[src/tw_pkg.sv]
package tw_pkg;

  // ***************************************************************
  // Register offsets
  // ***************************************************************
  localparam logic [7:0] OFS_CMD   = 8'h00;
  localparam logic [7:0] OFS_MMR   = 8'h04;
  localparam logic [7:0] OFS_SMR   = 8'h08;
  localparam logic [7:0] OFS_INTERNAL_ADDR_VALUE  = 8'h0C;
  localparam logic [7:0] OFS_CWGR  = 8'h10;
  localparam logic [7:0] OFS_SR    = 8'h20;
  localparam logic [7:0] OFS_IER   = 8'h24;
  localparam logic [7:0] OFS_IDR   = 8'h28;
  localparam logic [7:0] OFS_IMR   = 8'h2C;
  localparam logic [7:0] OFS_RHR   = 8'h30;
  localparam logic [7:0] OFS_THR   = 8'h34;
  localparam logic [7:0] OFS_WPMR  = 8'hE4;
  localparam logic [7:0] OFS_WPSR  = 8'hE8;

  // ***************************************************************
  // Field positions
  // ***************************************************************
  localparam int CMD_START   = 0;
  localparam int CMD_STOP    = 1;
  localparam int CMD_MASTER_ENABLE_CMD    = 2;
  localparam int CMD_MASTER_DISABLE_CMD   = 3;
  localparam int CMD_SLAVE_ENABLE_CMD    = 4;
  localparam int CMD_SLAVE_DISABLE_CMD   = 5;
  localparam int CMD_QUICK   = 6;
  localparam int CMD_SOFT_RESET_CMD   = 7;
  localparam int MMR_SZ_LSB  = 8;
  localparam int MMR_DIR     = 12;
  localparam int MMR_DA_LSB  = 16;
  localparam int SMR_SA_LSB  = 16;
  localparam int CW_HI_LSB   = 8;
  localparam int CW_EXP_LSB  = 16;
  localparam int SR_TRANSMISSION_COMPLETED   = 0;
  localparam int SR_RXRDY    = 1;
  localparam int SR_TXRDY    = 2;
  localparam int SR_GACC     = 5;
  localparam int SR_OVRE     = 6;
  localparam int SR_NACK     = 8;
  localparam int WP_EN       = 0;
  localparam int WPS_FLAG    = 0;
  localparam int WPS_SRC_LSB = 8;

  // ***************************************************************
  // Reset values and timing
  // ***************************************************************
  localparam logic [31:0] SR_RESET    = 32'h0000F009;
  localparam logic [15:0] PHASE_EXTRA = 16'h0004;
  localparam logic [2:0]  BIT_LAST    = 3'h7;

  typedef struct packed {
    logic [7:0]  addr;
    logic [31:0] wdata;
    logic        wr;
    logic        rd;
  } tw_bus_req_t;

  typedef enum logic [1:0] {ROLE_ADDR, ROLE_INTERNAL_ADDR_VALUE, ROLE_DATA} tw_role_t;

endpackage
[src/tw_host_regs.sv]
// Our own choice: the strobed register port.
`timescale 1ns/1ns
// What this block does
// - Start command opens a frame with a start condition per master settings.
// - Master write begins a frame as soon as the transmit holding is written.
// - Stop command in master read issues stop after the current byte.
// - A not-acknowledge during master write, or of a read address, makes the device stop by itself.
// - Stop command in master write stops after the current data is sent.
// - Master enable bit turns master mode on; disable written zero alongside.
// - Master disable takes effect only after pending data has gone out.
// - Slave enable bit turns slave mode on; disable written zero alongside.
// - Slave disable takes effect after the slave finishes its character.
// - Quick command is sent only while master mode is enabled.
// - Soft reset acts as a system reset; zero command bits do nothing.
// - Address size field selects zero to three internal address bytes.
// - Direction bit selects write when zero and read when one.
// - Target device address is used only in master transfers.
// - Slave address and divider registers are locked while protect is set.
// - Own slave address changes only before slave enable or after a general call.
// - Internal address register supplies the internal address bytes.
// - Low phase lasts low divider shifted by exponent plus four cycles.
// - High phase lasts high divider shifted by exponent plus four cycles.
// - Divider settings drive the bus clock only in master mode.
// - Completed flag is set whenever the stop has been sent, even with holding still full.
// - Blocked writes set a violation flag and source; protect status read clears it.
module tw_host_regs (
  input  wire logic               clk_sys_i,
  input  wire logic               reset_n_i,
  input  wire tw_pkg::tw_bus_req_t bus_req_i,
  output logic [31:0]             rdata_o,
  input  wire logic               sda_i,
  output logic                    sda_o,
  output logic                    sda_oe_o,
  output logic                    scl_o,
  output logic                    scl_oe_o,
  input  wire logic               slave_busy_i,
  input  wire logic               gen_call_i,
  output logic                    master_en_o,
  output logic                    slave_en_o
);

  typedef enum logic [2:0] {
    M_IDLE, M_START, M_BIT, M_ACK, M_HOLD, M_STOP
  } tw_mstate_t;

  // ***************************************************************
  // Soft reset and pin synchroniser
  // ***************************************************************
  // The soft reset comes from a flip-flop, so the combined reset has
  // no glitch; the flop itself is cleared only by the pin reset.
  logic       soft_rst;
  logic       core_rst_n;
  logic [2:0] sda_sync;
  logic       sda_f;
  logic       cmd_wr;

  assign cmd_wr = bus_req_i.wr && bus_req_i.addr == tw_pkg::OFS_CMD;
  assign core_rst_n = reset_n_i & ~soft_rst;

  always_ff @(posedge clk_sys_i or negedge reset_n_i) begin
    if (!reset_n_i) begin
      soft_rst <= 1'b0;
    end else begin
      soft_rst <= cmd_wr && bus_req_i.wdata[tw_pkg::CMD_SOFT_RESET_CMD];
    end
  end

  always_ff @(posedge clk_sys_i or negedge core_rst_n) begin
    if (!core_rst_n) begin
      sda_sync <= 3'h7;
      sda_f    <= 1'b1;
    end else begin
      sda_sync <= {sda_sync[1:0], sda_i};
      if (sda_sync[1] == sda_sync[2]) begin
        sda_f <= sda_sync[2];
      end
    end
  end

  // ***************************************************************
  // Configuration registers
  // ***************************************************************
  logic [1:0]  internal_addr_value_sz;
  logic        dir;
  logic [6:0]  target_device_addr;
  logic [6:0]  own_slave_address;
  logic [23:0] internal_addr_value;
  logic [7:0]  low_phase_divider;
  logic [7:0]  high_phase_divider;
  logic [2:0]  divider_exponent;
  logic        write_protect_enable;
  logic        protect_violation_flag;
  logic [7:0]  wpsrc;
  logic        prot_hit;
  logic        prot_wr;
  logic        sr_rd;
  logic        wpsr_rd;
  logic        slave_en;
  logic        gacc;

  assign prot_hit = bus_req_i.addr == tw_pkg::OFS_SMR ||
                    bus_req_i.addr == tw_pkg::OFS_CWGR;
  assign prot_wr  = bus_req_i.wr && prot_hit && write_protect_enable;
  assign sr_rd    = bus_req_i.rd && bus_req_i.addr == tw_pkg::OFS_SR;
  assign wpsr_rd  = bus_req_i.rd && bus_req_i.addr == tw_pkg::OFS_WPSR;

  always_ff @(posedge clk_sys_i or negedge core_rst_n) begin
    if (!core_rst_n) begin
      internal_addr_value_sz <= 2'h0;
      dir     <= 1'b0;
      target_device_addr    <= 7'h00;
      own_slave_address    <= 7'h00;
      internal_addr_value    <= 24'h000000;
      low_phase_divider   <= 8'h00;
      high_phase_divider   <= 8'h00;
      divider_exponent   <= 3'h0;
      write_protect_enable    <= 1'b0;
    end else if (bus_req_i.wr) begin
      case (bus_req_i.addr)
        tw_pkg::OFS_MMR: begin
          internal_addr_value_sz <= bus_req_i.wdata[tw_pkg::MMR_SZ_LSB +: 2];
          dir     <= bus_req_i.wdata[tw_pkg::MMR_DIR];
          target_device_addr    <= bus_req_i.wdata[tw_pkg::MMR_DA_LSB +: 7];
        end
        tw_pkg::OFS_SMR: begin
          if (!write_protect_enable && (!slave_en || gacc)) begin
            own_slave_address <= bus_req_i.wdata[tw_pkg::SMR_SA_LSB +: 7];
          end
        end
        tw_pkg::OFS_INTERNAL_ADDR_VALUE: begin
          internal_addr_value <= bus_req_i.wdata[23:0];
        end
        tw_pkg::OFS_CWGR: begin
          if (!write_protect_enable) begin
            low_phase_divider <= bus_req_i.wdata[7:0];
            high_phase_divider <= bus_req_i.wdata[tw_pkg::CW_HI_LSB +: 8];
            divider_exponent <= bus_req_i.wdata[tw_pkg::CW_EXP_LSB +: 3];
          end
        end
        tw_pkg::OFS_WPMR: begin
          write_protect_enable <= bus_req_i.wdata[tw_pkg::WP_EN];
        end
        default: begin
        end
      endcase
    end
  end

  // A new violation in the same cycle as the clearing read survives.
  always_ff @(posedge clk_sys_i or negedge core_rst_n) begin
    if (!core_rst_n) begin
      protect_violation_flag  <= 1'b0;
      wpsrc <= 8'h00;
    end else if (prot_wr) begin
      protect_violation_flag  <= 1'b1;
      wpsrc <= bus_req_i.addr;
    end else if (wpsr_rd) begin
      protect_violation_flag  <= 1'b0;
    end
  end

  // ***************************************************************
  // Command handling
  // ***************************************************************
  logic       master_en;
  logic       start_pend;
  logic       stop_pend;
  logic       quick_pend;
  logic       dis_pend;
  logic       sdis_pend;
  logic       thr_full;
  logic       ev_begin;
  logic       ev_done;
  tw_mstate_t state;

  always_ff @(posedge clk_sys_i or negedge core_rst_n) begin
    if (!core_rst_n) begin
      master_en  <= 1'b0;
      slave_en   <= 1'b0;
      start_pend <= 1'b0;
      stop_pend  <= 1'b0;
      quick_pend <= 1'b0;
      dis_pend   <= 1'b0;
      sdis_pend  <= 1'b0;
    end else begin
      if (cmd_wr && bus_req_i.wdata[tw_pkg::CMD_START]) begin
        start_pend <= 1'b1;
      end else if (ev_begin) begin
        start_pend <= 1'b0;
      end
      if (cmd_wr && bus_req_i.wdata[tw_pkg::CMD_STOP]) begin
        stop_pend <= 1'b1;
      end else if (ev_done) begin
        stop_pend <= 1'b0;
      end
      if (cmd_wr && bus_req_i.wdata[tw_pkg::CMD_QUICK] && master_en) begin
        quick_pend <= 1'b1;
      end else if (ev_begin) begin
        quick_pend <= 1'b0;
      end
      // Disable waits for an idle engine with nothing left to send.
      if (cmd_wr && bus_req_i.wdata[tw_pkg::CMD_MASTER_ENABLE_CMD] &&
          !bus_req_i.wdata[tw_pkg::CMD_MASTER_DISABLE_CMD]) begin
        master_en <= 1'b1;
      end else if (dis_pend && state == M_IDLE && !(thr_full && !dir)) begin
        master_en <= 1'b0;
        dis_pend  <= 1'b0;
      end
      if (cmd_wr && bus_req_i.wdata[tw_pkg::CMD_MASTER_DISABLE_CMD]) begin
        dis_pend <= 1'b1;
      end
      if (cmd_wr && bus_req_i.wdata[tw_pkg::CMD_SLAVE_ENABLE_CMD] &&
          !bus_req_i.wdata[tw_pkg::CMD_SLAVE_DISABLE_CMD]) begin
        slave_en <= 1'b1;
      end else if (sdis_pend && !slave_busy_i) begin
        slave_en  <= 1'b0;
        sdis_pend <= 1'b0;
      end
      if (cmd_wr && bus_req_i.wdata[tw_pkg::CMD_SLAVE_DISABLE_CMD]) begin
        sdis_pend <= 1'b1;
      end
    end
  end

  // ***************************************************************
  // Master engine
  // ***************************************************************
  logic             half;
  logic [7:0]       shift;
  logic [2:0]       bit_cnt;
  tw_pkg::tw_role_t role;
  logic [1:0]       idx;
  logic             rs_done;
  logic             quick_act;
  logic [15:0]      tmr;
  tw_mstate_t       next_state;
  logic             next_half;
  logic [7:0]       next_shift;
  logic [2:0]       next_bit_cnt;
  tw_pkg::tw_role_t next_role;
  logic [1:0]       next_idx;
  logic             next_rs_done;
  logic             next_quick_act;
  logic             load_tmr;
  logic             phase_end;
  logic             rx_mode;
  logic             rw_bit;
  logic             ev_load;
  logic             ev_nack;
  logic             ev_rx;
  logic             halt;
  logic [7:0]       thr;
  logic [15:0]      low_len;
  logic [15:0]      high_len;

  assign low_len  = (16'(low_phase_divider) << divider_exponent) + tw_pkg::PHASE_EXTRA;
  assign high_len = (16'(high_phase_divider) << divider_exponent) + tw_pkg::PHASE_EXTRA;
  assign phase_end = tmr == 16'h0000;
  assign rx_mode   = role == tw_pkg::ROLE_DATA && dir;
  assign halt      = stop_pend || dis_pend;
  assign rw_bit    = (internal_addr_value_sz != 2'h0 && !rs_done && !quick_act) ? 1'b0 : dir;

  function automatic logic [7:0] internal_addr_value_byte(input logic [23:0] v,
                                           input logic [1:0]  n);
    internal_addr_value_byte = v[8 * n +: 8];
  endfunction

  always_comb begin
    next_state     = state;
    next_half      = half;
    next_shift     = shift;
    next_bit_cnt   = bit_cnt;
    next_role      = role;
    next_idx       = idx;
    next_rs_done   = rs_done;
    next_quick_act = quick_act;
    load_tmr       = 1'b0;
    ev_begin       = 1'b0;
    ev_done        = 1'b0;
    ev_load        = 1'b0;
    ev_nack        = 1'b0;
    ev_rx          = 1'b0;
    case (state)
      M_IDLE: begin
        // Dividers only come into use from here, with master mode on.
        if (master_en &&
            (start_pend || quick_pend || (!dir && thr_full))) begin
          next_state     = M_START;
          next_half      = 1'b0;
          load_tmr       = 1'b1;
          ev_begin       = 1'b1;
          next_rs_done   = 1'b0;
          next_quick_act = quick_pend;
        end
      end
      M_START: begin
        if (phase_end) begin
          load_tmr = 1'b1;
          if (!half) begin
            next_half = 1'b1;
          end else begin
            next_state   = M_BIT;
            next_half    = 1'b0;
            next_shift   = {target_device_addr, rw_bit};
            next_bit_cnt = tw_pkg::BIT_LAST;
            next_role    = tw_pkg::ROLE_ADDR;
          end
        end
      end
      M_BIT: begin
        if (phase_end) begin
          load_tmr = 1'b1;
          if (!half) begin
            next_half = 1'b1;
          end else begin
            next_half  = 1'b0;
            next_shift = {shift[6:0], rx_mode & sda_f};
            if (bit_cnt == 3'h0) begin
              next_state = M_ACK;
            end else begin
              next_bit_cnt = bit_cnt - 3'h1;
            end
          end
        end
      end
      M_ACK: begin
        if (phase_end) begin
          load_tmr = 1'b1;
          if (!half) begin
            next_half = 1'b1;
          end else begin
            next_half    = 1'b0;
            next_bit_cnt = tw_pkg::BIT_LAST;
            next_state   = M_BIT;
            if (!rx_mode && sda_f) begin
              ev_nack    = 1'b1;
              next_state = M_STOP;
            end else if (rx_mode) begin
              ev_rx = 1'b1;
              if (halt) begin
                next_state = M_STOP;
              end
            end else if (quick_act) begin
              next_state = M_STOP;
            end else if (role == tw_pkg::ROLE_ADDR && internal_addr_value_sz != 2'h0 &&
                         !rs_done) begin
              next_role  = tw_pkg::ROLE_INTERNAL_ADDR_VALUE;
              next_idx   = internal_addr_value_sz - 2'h1;
              next_shift = internal_addr_value_byte(internal_addr_value, internal_addr_value_sz - 2'h1);
            end else if (role == tw_pkg::ROLE_INTERNAL_ADDR_VALUE && idx != 2'h0) begin
              next_idx   = idx - 2'h1;
              next_shift = internal_addr_value_byte(internal_addr_value, idx - 2'h1);
            end else if (role == tw_pkg::ROLE_INTERNAL_ADDR_VALUE && dir) begin
              next_rs_done = 1'b1;
              next_state   = M_START;
            end else if (dir) begin
              next_role = tw_pkg::ROLE_DATA;
            end else begin
              next_state = M_HOLD;
            end
          end
        end
      end
      M_HOLD: begin
        // The clock is held low here while software has no data ready.
        if (stop_pend) begin
          // A byte still waiting in the holding register is dropped, so
          // the completed flag does not rise with that byte left behind.
          ev_load    = 1'b1;
          next_state = M_STOP;
          load_tmr   = 1'b1;
        end else if (thr_full) begin
          ev_load      = 1'b1;
          next_shift   = thr;
          next_role    = tw_pkg::ROLE_DATA;
          next_state   = M_BIT;
          next_bit_cnt = tw_pkg::BIT_LAST;
          load_tmr     = 1'b1;
        end else if (dis_pend) begin
          next_state = M_STOP;
          load_tmr   = 1'b1;
        end
      end
      M_STOP: begin
        if (phase_end) begin
          load_tmr = 1'b1;
          if (!half) begin
            next_half = 1'b1;
          end else begin
            next_half  = 1'b0;
            next_state = M_IDLE;
            ev_done    = 1'b1;
          end
        end
      end
      default: begin
        next_state = M_IDLE;
      end
    endcase
  end

  always_ff @(posedge clk_sys_i or negedge core_rst_n) begin
    if (!core_rst_n) begin
      state     <= M_IDLE;
      half      <= 1'b0;
      shift     <= 8'h00;
      bit_cnt   <= 3'h0;
      role      <= tw_pkg::ROLE_ADDR;
      idx       <= 2'h0;
      rs_done   <= 1'b0;
      quick_act <= 1'b0;
      tmr       <= 16'h0000;
    end else begin
      state     <= next_state;
      half      <= next_half;
      shift     <= next_shift;
      bit_cnt   <= next_bit_cnt;
      role      <= next_role;
      idx       <= next_idx;
      rs_done   <= next_rs_done;
      quick_act <= next_quick_act;
      if (load_tmr) begin
        tmr <= (next_half ? high_len : low_len) - 16'h0001;
      end else if (!phase_end) begin
        tmr <= tmr - 16'h0001;
      end
    end
  end

  // Open-drain drive: enable high pulls the wire low.
  always_ff @(posedge clk_sys_i or negedge core_rst_n) begin
    if (!core_rst_n) begin
      scl_oe_o <= 1'b0;
      sda_oe_o <= 1'b0;
    end else begin
      scl_oe_o <= state == M_HOLD ||
                  ((state == M_BIT || state == M_ACK || state == M_STOP) &&
                   !half);
      case (state)
        M_START: sda_oe_o <= half;
        M_BIT:   sda_oe_o <= !rx_mode && !shift[7];
        M_ACK:   sda_oe_o <= rx_mode && !halt;
        M_STOP:  sda_oe_o <= 1'b1;
        default: sda_oe_o <= 1'b0;
      endcase
    end
  end

  always_ff @(posedge clk_sys_i or negedge core_rst_n) begin
    if (!core_rst_n) begin
      scl_o       <= 1'b0;
      sda_o       <= 1'b0;
      master_en_o <= 1'b0;
      slave_en_o  <= 1'b0;
    end else begin
      scl_o       <= 1'b0;
      sda_o       <= 1'b0;
      master_en_o <= master_en;
      slave_en_o  <= slave_en;
    end
  end

  // ***************************************************************
  // Holding registers and status flags
  // ***************************************************************
  // Hardware events win over a clear in the same cycle throughout.
  logic       thr_wr;
  logic       rhr_rd;
  logic       transmission_completed;
  logic       txrdy;
  logic       rxrdy;
  logic       ovre;
  logic       nack;
  logic [7:0] rhr;

  assign thr_wr = bus_req_i.wr && bus_req_i.addr == tw_pkg::OFS_THR;
  assign rhr_rd = bus_req_i.rd && bus_req_i.addr == tw_pkg::OFS_RHR;

  always_ff @(posedge clk_sys_i or negedge core_rst_n) begin
    if (!core_rst_n) begin
      thr      <= 8'h00;
      thr_full <= 1'b0;
      rhr      <= 8'h00;
    end else begin
      if (thr_wr) begin
        thr      <= bus_req_i.wdata[7:0];
        thr_full <= 1'b1;
      end else if (ev_load) begin
        thr_full <= 1'b0;
      end
      if (ev_rx) begin
        rhr <= shift;
      end
    end
  end

  always_ff @(posedge clk_sys_i or negedge core_rst_n) begin
    if (!core_rst_n) begin
      transmission_completed <= tw_pkg::SR_RESET[tw_pkg::SR_TRANSMISSION_COMPLETED];
      txrdy  <= tw_pkg::SR_RESET[tw_pkg::SR_TXRDY];
      rxrdy  <= tw_pkg::SR_RESET[tw_pkg::SR_RXRDY];
      ovre   <= tw_pkg::SR_RESET[tw_pkg::SR_OVRE];
      nack   <= tw_pkg::SR_RESET[tw_pkg::SR_NACK];
      gacc   <= tw_pkg::SR_RESET[tw_pkg::SR_GACC];
    end else begin
      if (ev_done) begin
        transmission_completed <= 1'b1;
      end else if (ev_begin || thr_wr) begin
        transmission_completed <= 1'b0;
      end
      if (ev_load || ev_nack ||
          (cmd_wr && bus_req_i.wdata[tw_pkg::CMD_MASTER_ENABLE_CMD])) begin
        txrdy <= 1'b1;
      end else if (thr_wr) begin
        txrdy <= 1'b0;
      end
      if (ev_rx) begin
        rxrdy <= 1'b1;
      end else if (rhr_rd) begin
        rxrdy <= 1'b0;
      end
      if (ev_rx && rxrdy && !rhr_rd) begin
        ovre <= 1'b1;
      end else if (sr_rd) begin
        ovre <= 1'b0;
      end
      if (ev_nack) begin
        nack <= 1'b1;
      end else if (sr_rd) begin
        nack <= 1'b0;
      end
      if (gen_call_i) begin
        gacc <= 1'b1;
      end else if (sr_rd) begin
        gacc <= 1'b0;
      end
    end
  end

  // ***************************************************************
  // Read port
  // ***************************************************************
  logic [31:0] rd_val;

  always_comb begin
    rd_val = 32'h00000000;
    case (bus_req_i.addr)
      tw_pkg::OFS_MMR: begin
        rd_val[tw_pkg::MMR_SZ_LSB +: 2] = internal_addr_value_sz;
        rd_val[tw_pkg::MMR_DIR]         = dir;
        rd_val[tw_pkg::MMR_DA_LSB +: 7] = target_device_addr;
      end
      tw_pkg::OFS_SMR:  rd_val[tw_pkg::SMR_SA_LSB +: 7] = own_slave_address;
      tw_pkg::OFS_INTERNAL_ADDR_VALUE: rd_val[23:0] = internal_addr_value;
      tw_pkg::OFS_CWGR: begin
        rd_val[7:0]                     = low_phase_divider;
        rd_val[tw_pkg::CW_HI_LSB +: 8]  = high_phase_divider;
        rd_val[tw_pkg::CW_EXP_LSB +: 3] = divider_exponent;
      end
      tw_pkg::OFS_SR: begin
        rd_val[tw_pkg::SR_TRANSMISSION_COMPLETED] = transmission_completed;
        rd_val[tw_pkg::SR_RXRDY]  = rxrdy;
        rd_val[tw_pkg::SR_TXRDY]  = txrdy;
        rd_val[tw_pkg::SR_GACC]   = gacc;
        rd_val[tw_pkg::SR_OVRE]   = ovre;
        rd_val[tw_pkg::SR_NACK]   = nack;
      end
      tw_pkg::OFS_RHR:  rd_val[7:0] = rhr;
      tw_pkg::OFS_WPMR: rd_val[tw_pkg::WP_EN] = write_protect_enable;
      tw_pkg::OFS_WPSR: begin
        rd_val[tw_pkg::WPS_FLAG]         = protect_violation_flag;
        rd_val[tw_pkg::WPS_SRC_LSB +: 8] = wpsrc;
      end
      default: rd_val = 32'h00000000;
    endcase
  end

  // Read data stand only in the cycle after the read strobe.
  always_ff @(posedge clk_sys_i or negedge core_rst_n) begin
    if (!core_rst_n) begin
      rdata_o <= 32'h00000000;
    end else begin
      rdata_o <= bus_req_i.rd ? rd_val : 32'h00000000;
    end
  end

endmodule

[config.mk]
export PLATFORM = sky130hd
export DESIGN_NAME = tw_host_regs
export DESIGN_NICKNAME = d
export VERILOG_FILES = /design/src/tw_pkg.sv /design/src/tw_host_regs.sv
export SDC_FILE = /design/constraint.sdc
export NUM_CORES = 1
export LEC_CHECK = 0
export BUFFER_PORTS_ARGS = -buffer_cell sky130_fd_sc_hd__buf_2
export CAP_MARGIN = 25
export CORE_ASPECT_RATIO = 0.7
export CORE_UTILIZATION = 54
export DETAILED_ROUTE_END_ITERATION = 10
export HOLD_SLACK_MARGIN = 0.15
export PLACE_DENSITY_LB_ADDON = 0.1
export SYNTH_ARGS = -nofsm -noshare
export SYNTH_HDL_FRONTEND = slang
export SYNTH_SLANG_ARGS = --single-unit
[constraint.sdc]
create_clock -name clk_sys_i -period 11.3 [get_ports clk_sys_i]
set_clock_uncertainty 0.2 [all_clocks]
set_input_delay 0.565 -clock clk_sys_i [delete_from_list [all_inputs] [get_ports clk_sys_i]]
set_output_delay 0.565 -clock clk_sys_i [all_outputs]
set_load 0.05 [all_outputs]
==> flow_summary_export.csv <==
group,metric,value,unit
routing,drc,0,
clock_tree,clkTransAtPathRegs,0.07,ns
place,dp_cells,1126,
pwr,powerDensity,154,nW/um^2
cells_and_area,final_cell_mix,"165 x dfrtp_1, 113 x mux2_2, 78 x nand2_1",
worst_setup_path,critPathTopFamily,"simple AND/OR/NAND/NOR gates",
place,place_congestion,0.936,
sta,fin_hold_ws,0.154,ns
worst_setup_path,cp.required,11.42,ns
clock_tree,postCtsHoldBufs,3,
grt,antenna_found_initial,0,
yosys,syn_inst,871,
cells_and_area,nets,977,
cells_and_area,nFillCells,1358,
grt,grt_usage,31.5,%
worst_setup_path,end_kind,"flip-flop",
floorplan,die_height,112,microns
sta,period_needed,5.81,ns
routing,drt-total-wl,26.3,mm
pwr,p_int,1.07,mW
clock_tree,cts-htree-levels,4,
grt,use_met3,6.70,%
grt,gr-total-overflow,0,
clock_tree,clk_latency,0.44,ns
min_path,hp-class,"reg2reg",
yosys,synth_seq_cells,170,
cells_and_area,layout-drive-gt1-share,26.9,%
floorplan,rows,39,
place,dp_hpwl,18.9,mm
job,drv_cap,0,
clock_tree,cts_buffer_depth,2,
cells_and_area,final_common_cell,"dfrtp_1",
floorplan,io_pins,85,
clock_tree,cts.repair.resized,0,
routing,firstDrtPassIters,5,
floorplan,die_x,159,microns
routing,via_per_inst,6.37,
yosys,synthArstFlopShare,100,%
worst_setup_path,reg2reg_from,"tmr[7]",
worst_setup_path,crit_path_cell_trace,"nor4_1 > nand3_1 > nor2_1 > ha_1 > and3_4 > a21oi_2 > inv_1 > a21oi_1 > inv_1 > ha_1 > or4_1 > a31o_1 > or4_4 > a221oi_2 > xnor2_1 > o21ai_1",
yosys,synth_top_flop_cell,"dfrtp_1",
grt,grt_max_degree,72,
sta,finalCritPeriodShare,51.4,%
worst_setup_path,worstSetupPathType,"reg2reg",
min_path,holdCritStartpoint,"sda_sync[0]",
sta,slew_viol_final,0,
routing,vias,7405,
place,port_buffers,66,
sta,hold_violations,0,
sta,finalSetupTns,0,ns
clock_tree,post_cts_buffers,0,
routing,wl_per_cell,22.6,microns
worst_setup_path,critPathLaunchType,"flip-flop",
cells_and_area,diodes,0,
cells_and_area,syn_to_final_growth,11.7,%
clock_tree,cts_num_sinks,170,
cells_and_area,final-instance-count-excl-fill,1163,
sta,worst_pin_slew,1.08,ns
worst_setup_path,critical_path.startpoint,"tmr[7]",
pwr,p_seq_share,44.3,%
pwr,clkPwrFrac,36.4,%
clock_tree,cts_tree,"done",
routing,ant_nets,0,
status,run_status,"finished clean",
yosys,ys_warn_count,0,
pwr,pwr-share-comb,19.3,%
yosys,ys_types,78,
yosys,synth-edff-count,0,
grt,grt_pass1_wl,41.6,mm
grt,grtUsageMet2,46.0,%
clock_tree,cts_buffers,17,
grt,grt.busiest_layer,"met1",
sta,relSlewSlack,28.0,%
grt,grt_pass1_vias,7305,
yosys,avgSynthCellArea,10.6,sq um
yosys,syn_area,9270,sq um
pwr,leakage,4.73,nW
place,dp_slack,5.59,ns
pwr,p_switching,0.516,mW
worst_setup_path,path_buf_inv,2,
clock_tree,cts_root_buffer,"clkbuf_16",
sta,rsz0062_at_grt,"false",
sta,finalWorstSetupSlack,5.49,ns
pwr,p_sw_share,32.5,%
routing,first_iter_violations,800,
grt,use_met1,48.1,%
floorplan,start_util,56.0,%
sta,setup_viol,0,
pwr,total_power,1.59,mW
worst_setup_path,critPathMaxFanout,20,
worst_setup_path,crit_slowest_cell,"or4_1",
worst_setup_path,cp_slowest_stage_delay,0.57,ns
pwr,peakVddDrop,0.0000814,V
floorplan,dieArea,17700,sq um
floorplan,core-area,16500,sq um
sta,fmax,172,MHz
worst_setup_path,critical_path_arrival,5.93,ns
yosys,seq_area_frac_synth,46.0,%
power by group through the flow:
stage / sequential [mW] / clock (mW) / combinational, mW
after floorplan: 0.705 / 0 / 0.234
after global placement: 0.713 / 0 / 0.292
after detailed placement: 0.715 / 0 / 0.301
after CTS: 0.704 / 0.583 / 0.303
after global routing: 0.711 / 0.613 / 0.340
final: 0.705 / 0.579 / 0.306
worst paths after layout:
path	to	depth (start not counted)	slack [ns]
min in group asynchronous	soft_rst	2	0.24
max reg2reg	tmr[11]	16	5.49
min	sda_sync[1]	0	0.15
min reg2reg	sda_sync[1]	0	0.15
max in group asynchronous	target_device_addr[2]	5	7.93
max	tmr[11]	16	5.49
cells in the mapped netlist, types with 7 or more instances:
library cell  number  area, sq um
clkbuf_1          29          109
a21oi_1           38          190
a21o_1             8         60.1
nand3_1           17         85.1
nand4_1            7         43.8
nand2b_1           8         50.1
nor2_1            59          221
a22oi_1           19          143
o22ai_1           11         68.8
nand2_1           78          293
o211ai_1           8         60.1
a222oi_1          16          160
dfrtp_1          165         4130
nor2b_1           26          163
mux2_2           113         1270
xnor2_1            9         78.8
mux4_2             7          158
inv_1             11         41.3
nor3_1            16         80.1
buf_4             13         97.6
o21ai_0           34          170
mux2i_1           27          270
and3_1            12         75.1
xor2_1             9         78.8
area by class of cell:
| cell class | count | area, sq um | area share, % |
|---|---|---|---|
| clock buffer | 19 | 453 | 4.37 |
| clock inverter | 13 | 126 | 1.22 |
| inverter | 11 | 41.3 | 0.399 |
| multi-input combinational | 642 | 4710 | 45.4 |
| sequential | 170 | 4260 | 41.1 |
| tap | 225 | 282 | 2.72 |
| timing repair buffer | 83 | 490 | 4.73 |
flip-flops by register name, summed over array words and instances, names as in the netlist, 3 cells and up:
signal / count
bit_cnt: 3
thr: 8
own_slave_address: 7
state: 3
rhr: 8
target_device_addr: 7
divider_exponent: 3
sda_sync: 3
high_phase_divider: 8
wpsrc: 8
shift: 8
low_phase_divider: 8
rdata_o: 24
tmr: 16
internal_addr_value: 24
routing by layer:
metal	up-vias	share of wire (%)
li1	3324	-
met1	3721	47
met2	335	44
met3	25	8.0
met4	0	0.85
met5	-	0
worst register-to-register path: stages, from the launching register on:
cell and delay, ns:
dfrtp_1 0.41, nor4_1 0.34, nand3_1 0.17, nor2_1 0.42, ha_1 0.33, and3_4 0.17, a21oi_2 0.42, inv_1 0.50
a21oi_1 0.44, inv_1 0.14, ha_1 0.32, or4_1 0.57, a31o_1 0.26, or4_4 0.51, a221oi_2 0.25, xnor2_1 0.16
o21ai_1 0.07
kinds of logic (layout without fill, tap and decap cells):
family / after synthesis / in the layout / share of synthesized area (%)
simple gates: 263 / 263 / 14.3
compound gates: 197 / 197 / 15.1
flops: 170 / 170 / 46.0
mux: 148 / 148 / 18.5
buf+inv: 68 / 126 / 3.72
xor+xnor: 18 / 18 / 1.70
fa+ha+maj: 6 / 6 / 0.783
other cells: 1 / 10 / 0.0404
stage by stage:
stage / instance area [sq um] / util (%)
after floorplan: 9310 / -
after global routing: 10400 / 62.6
after global placement: 9700 / 58.7
after detailed placement: 9710 / 58.7
after CTS: 10300 / 62.4
final: 10400 / 62.6
(Power assumes the default switching activity.)
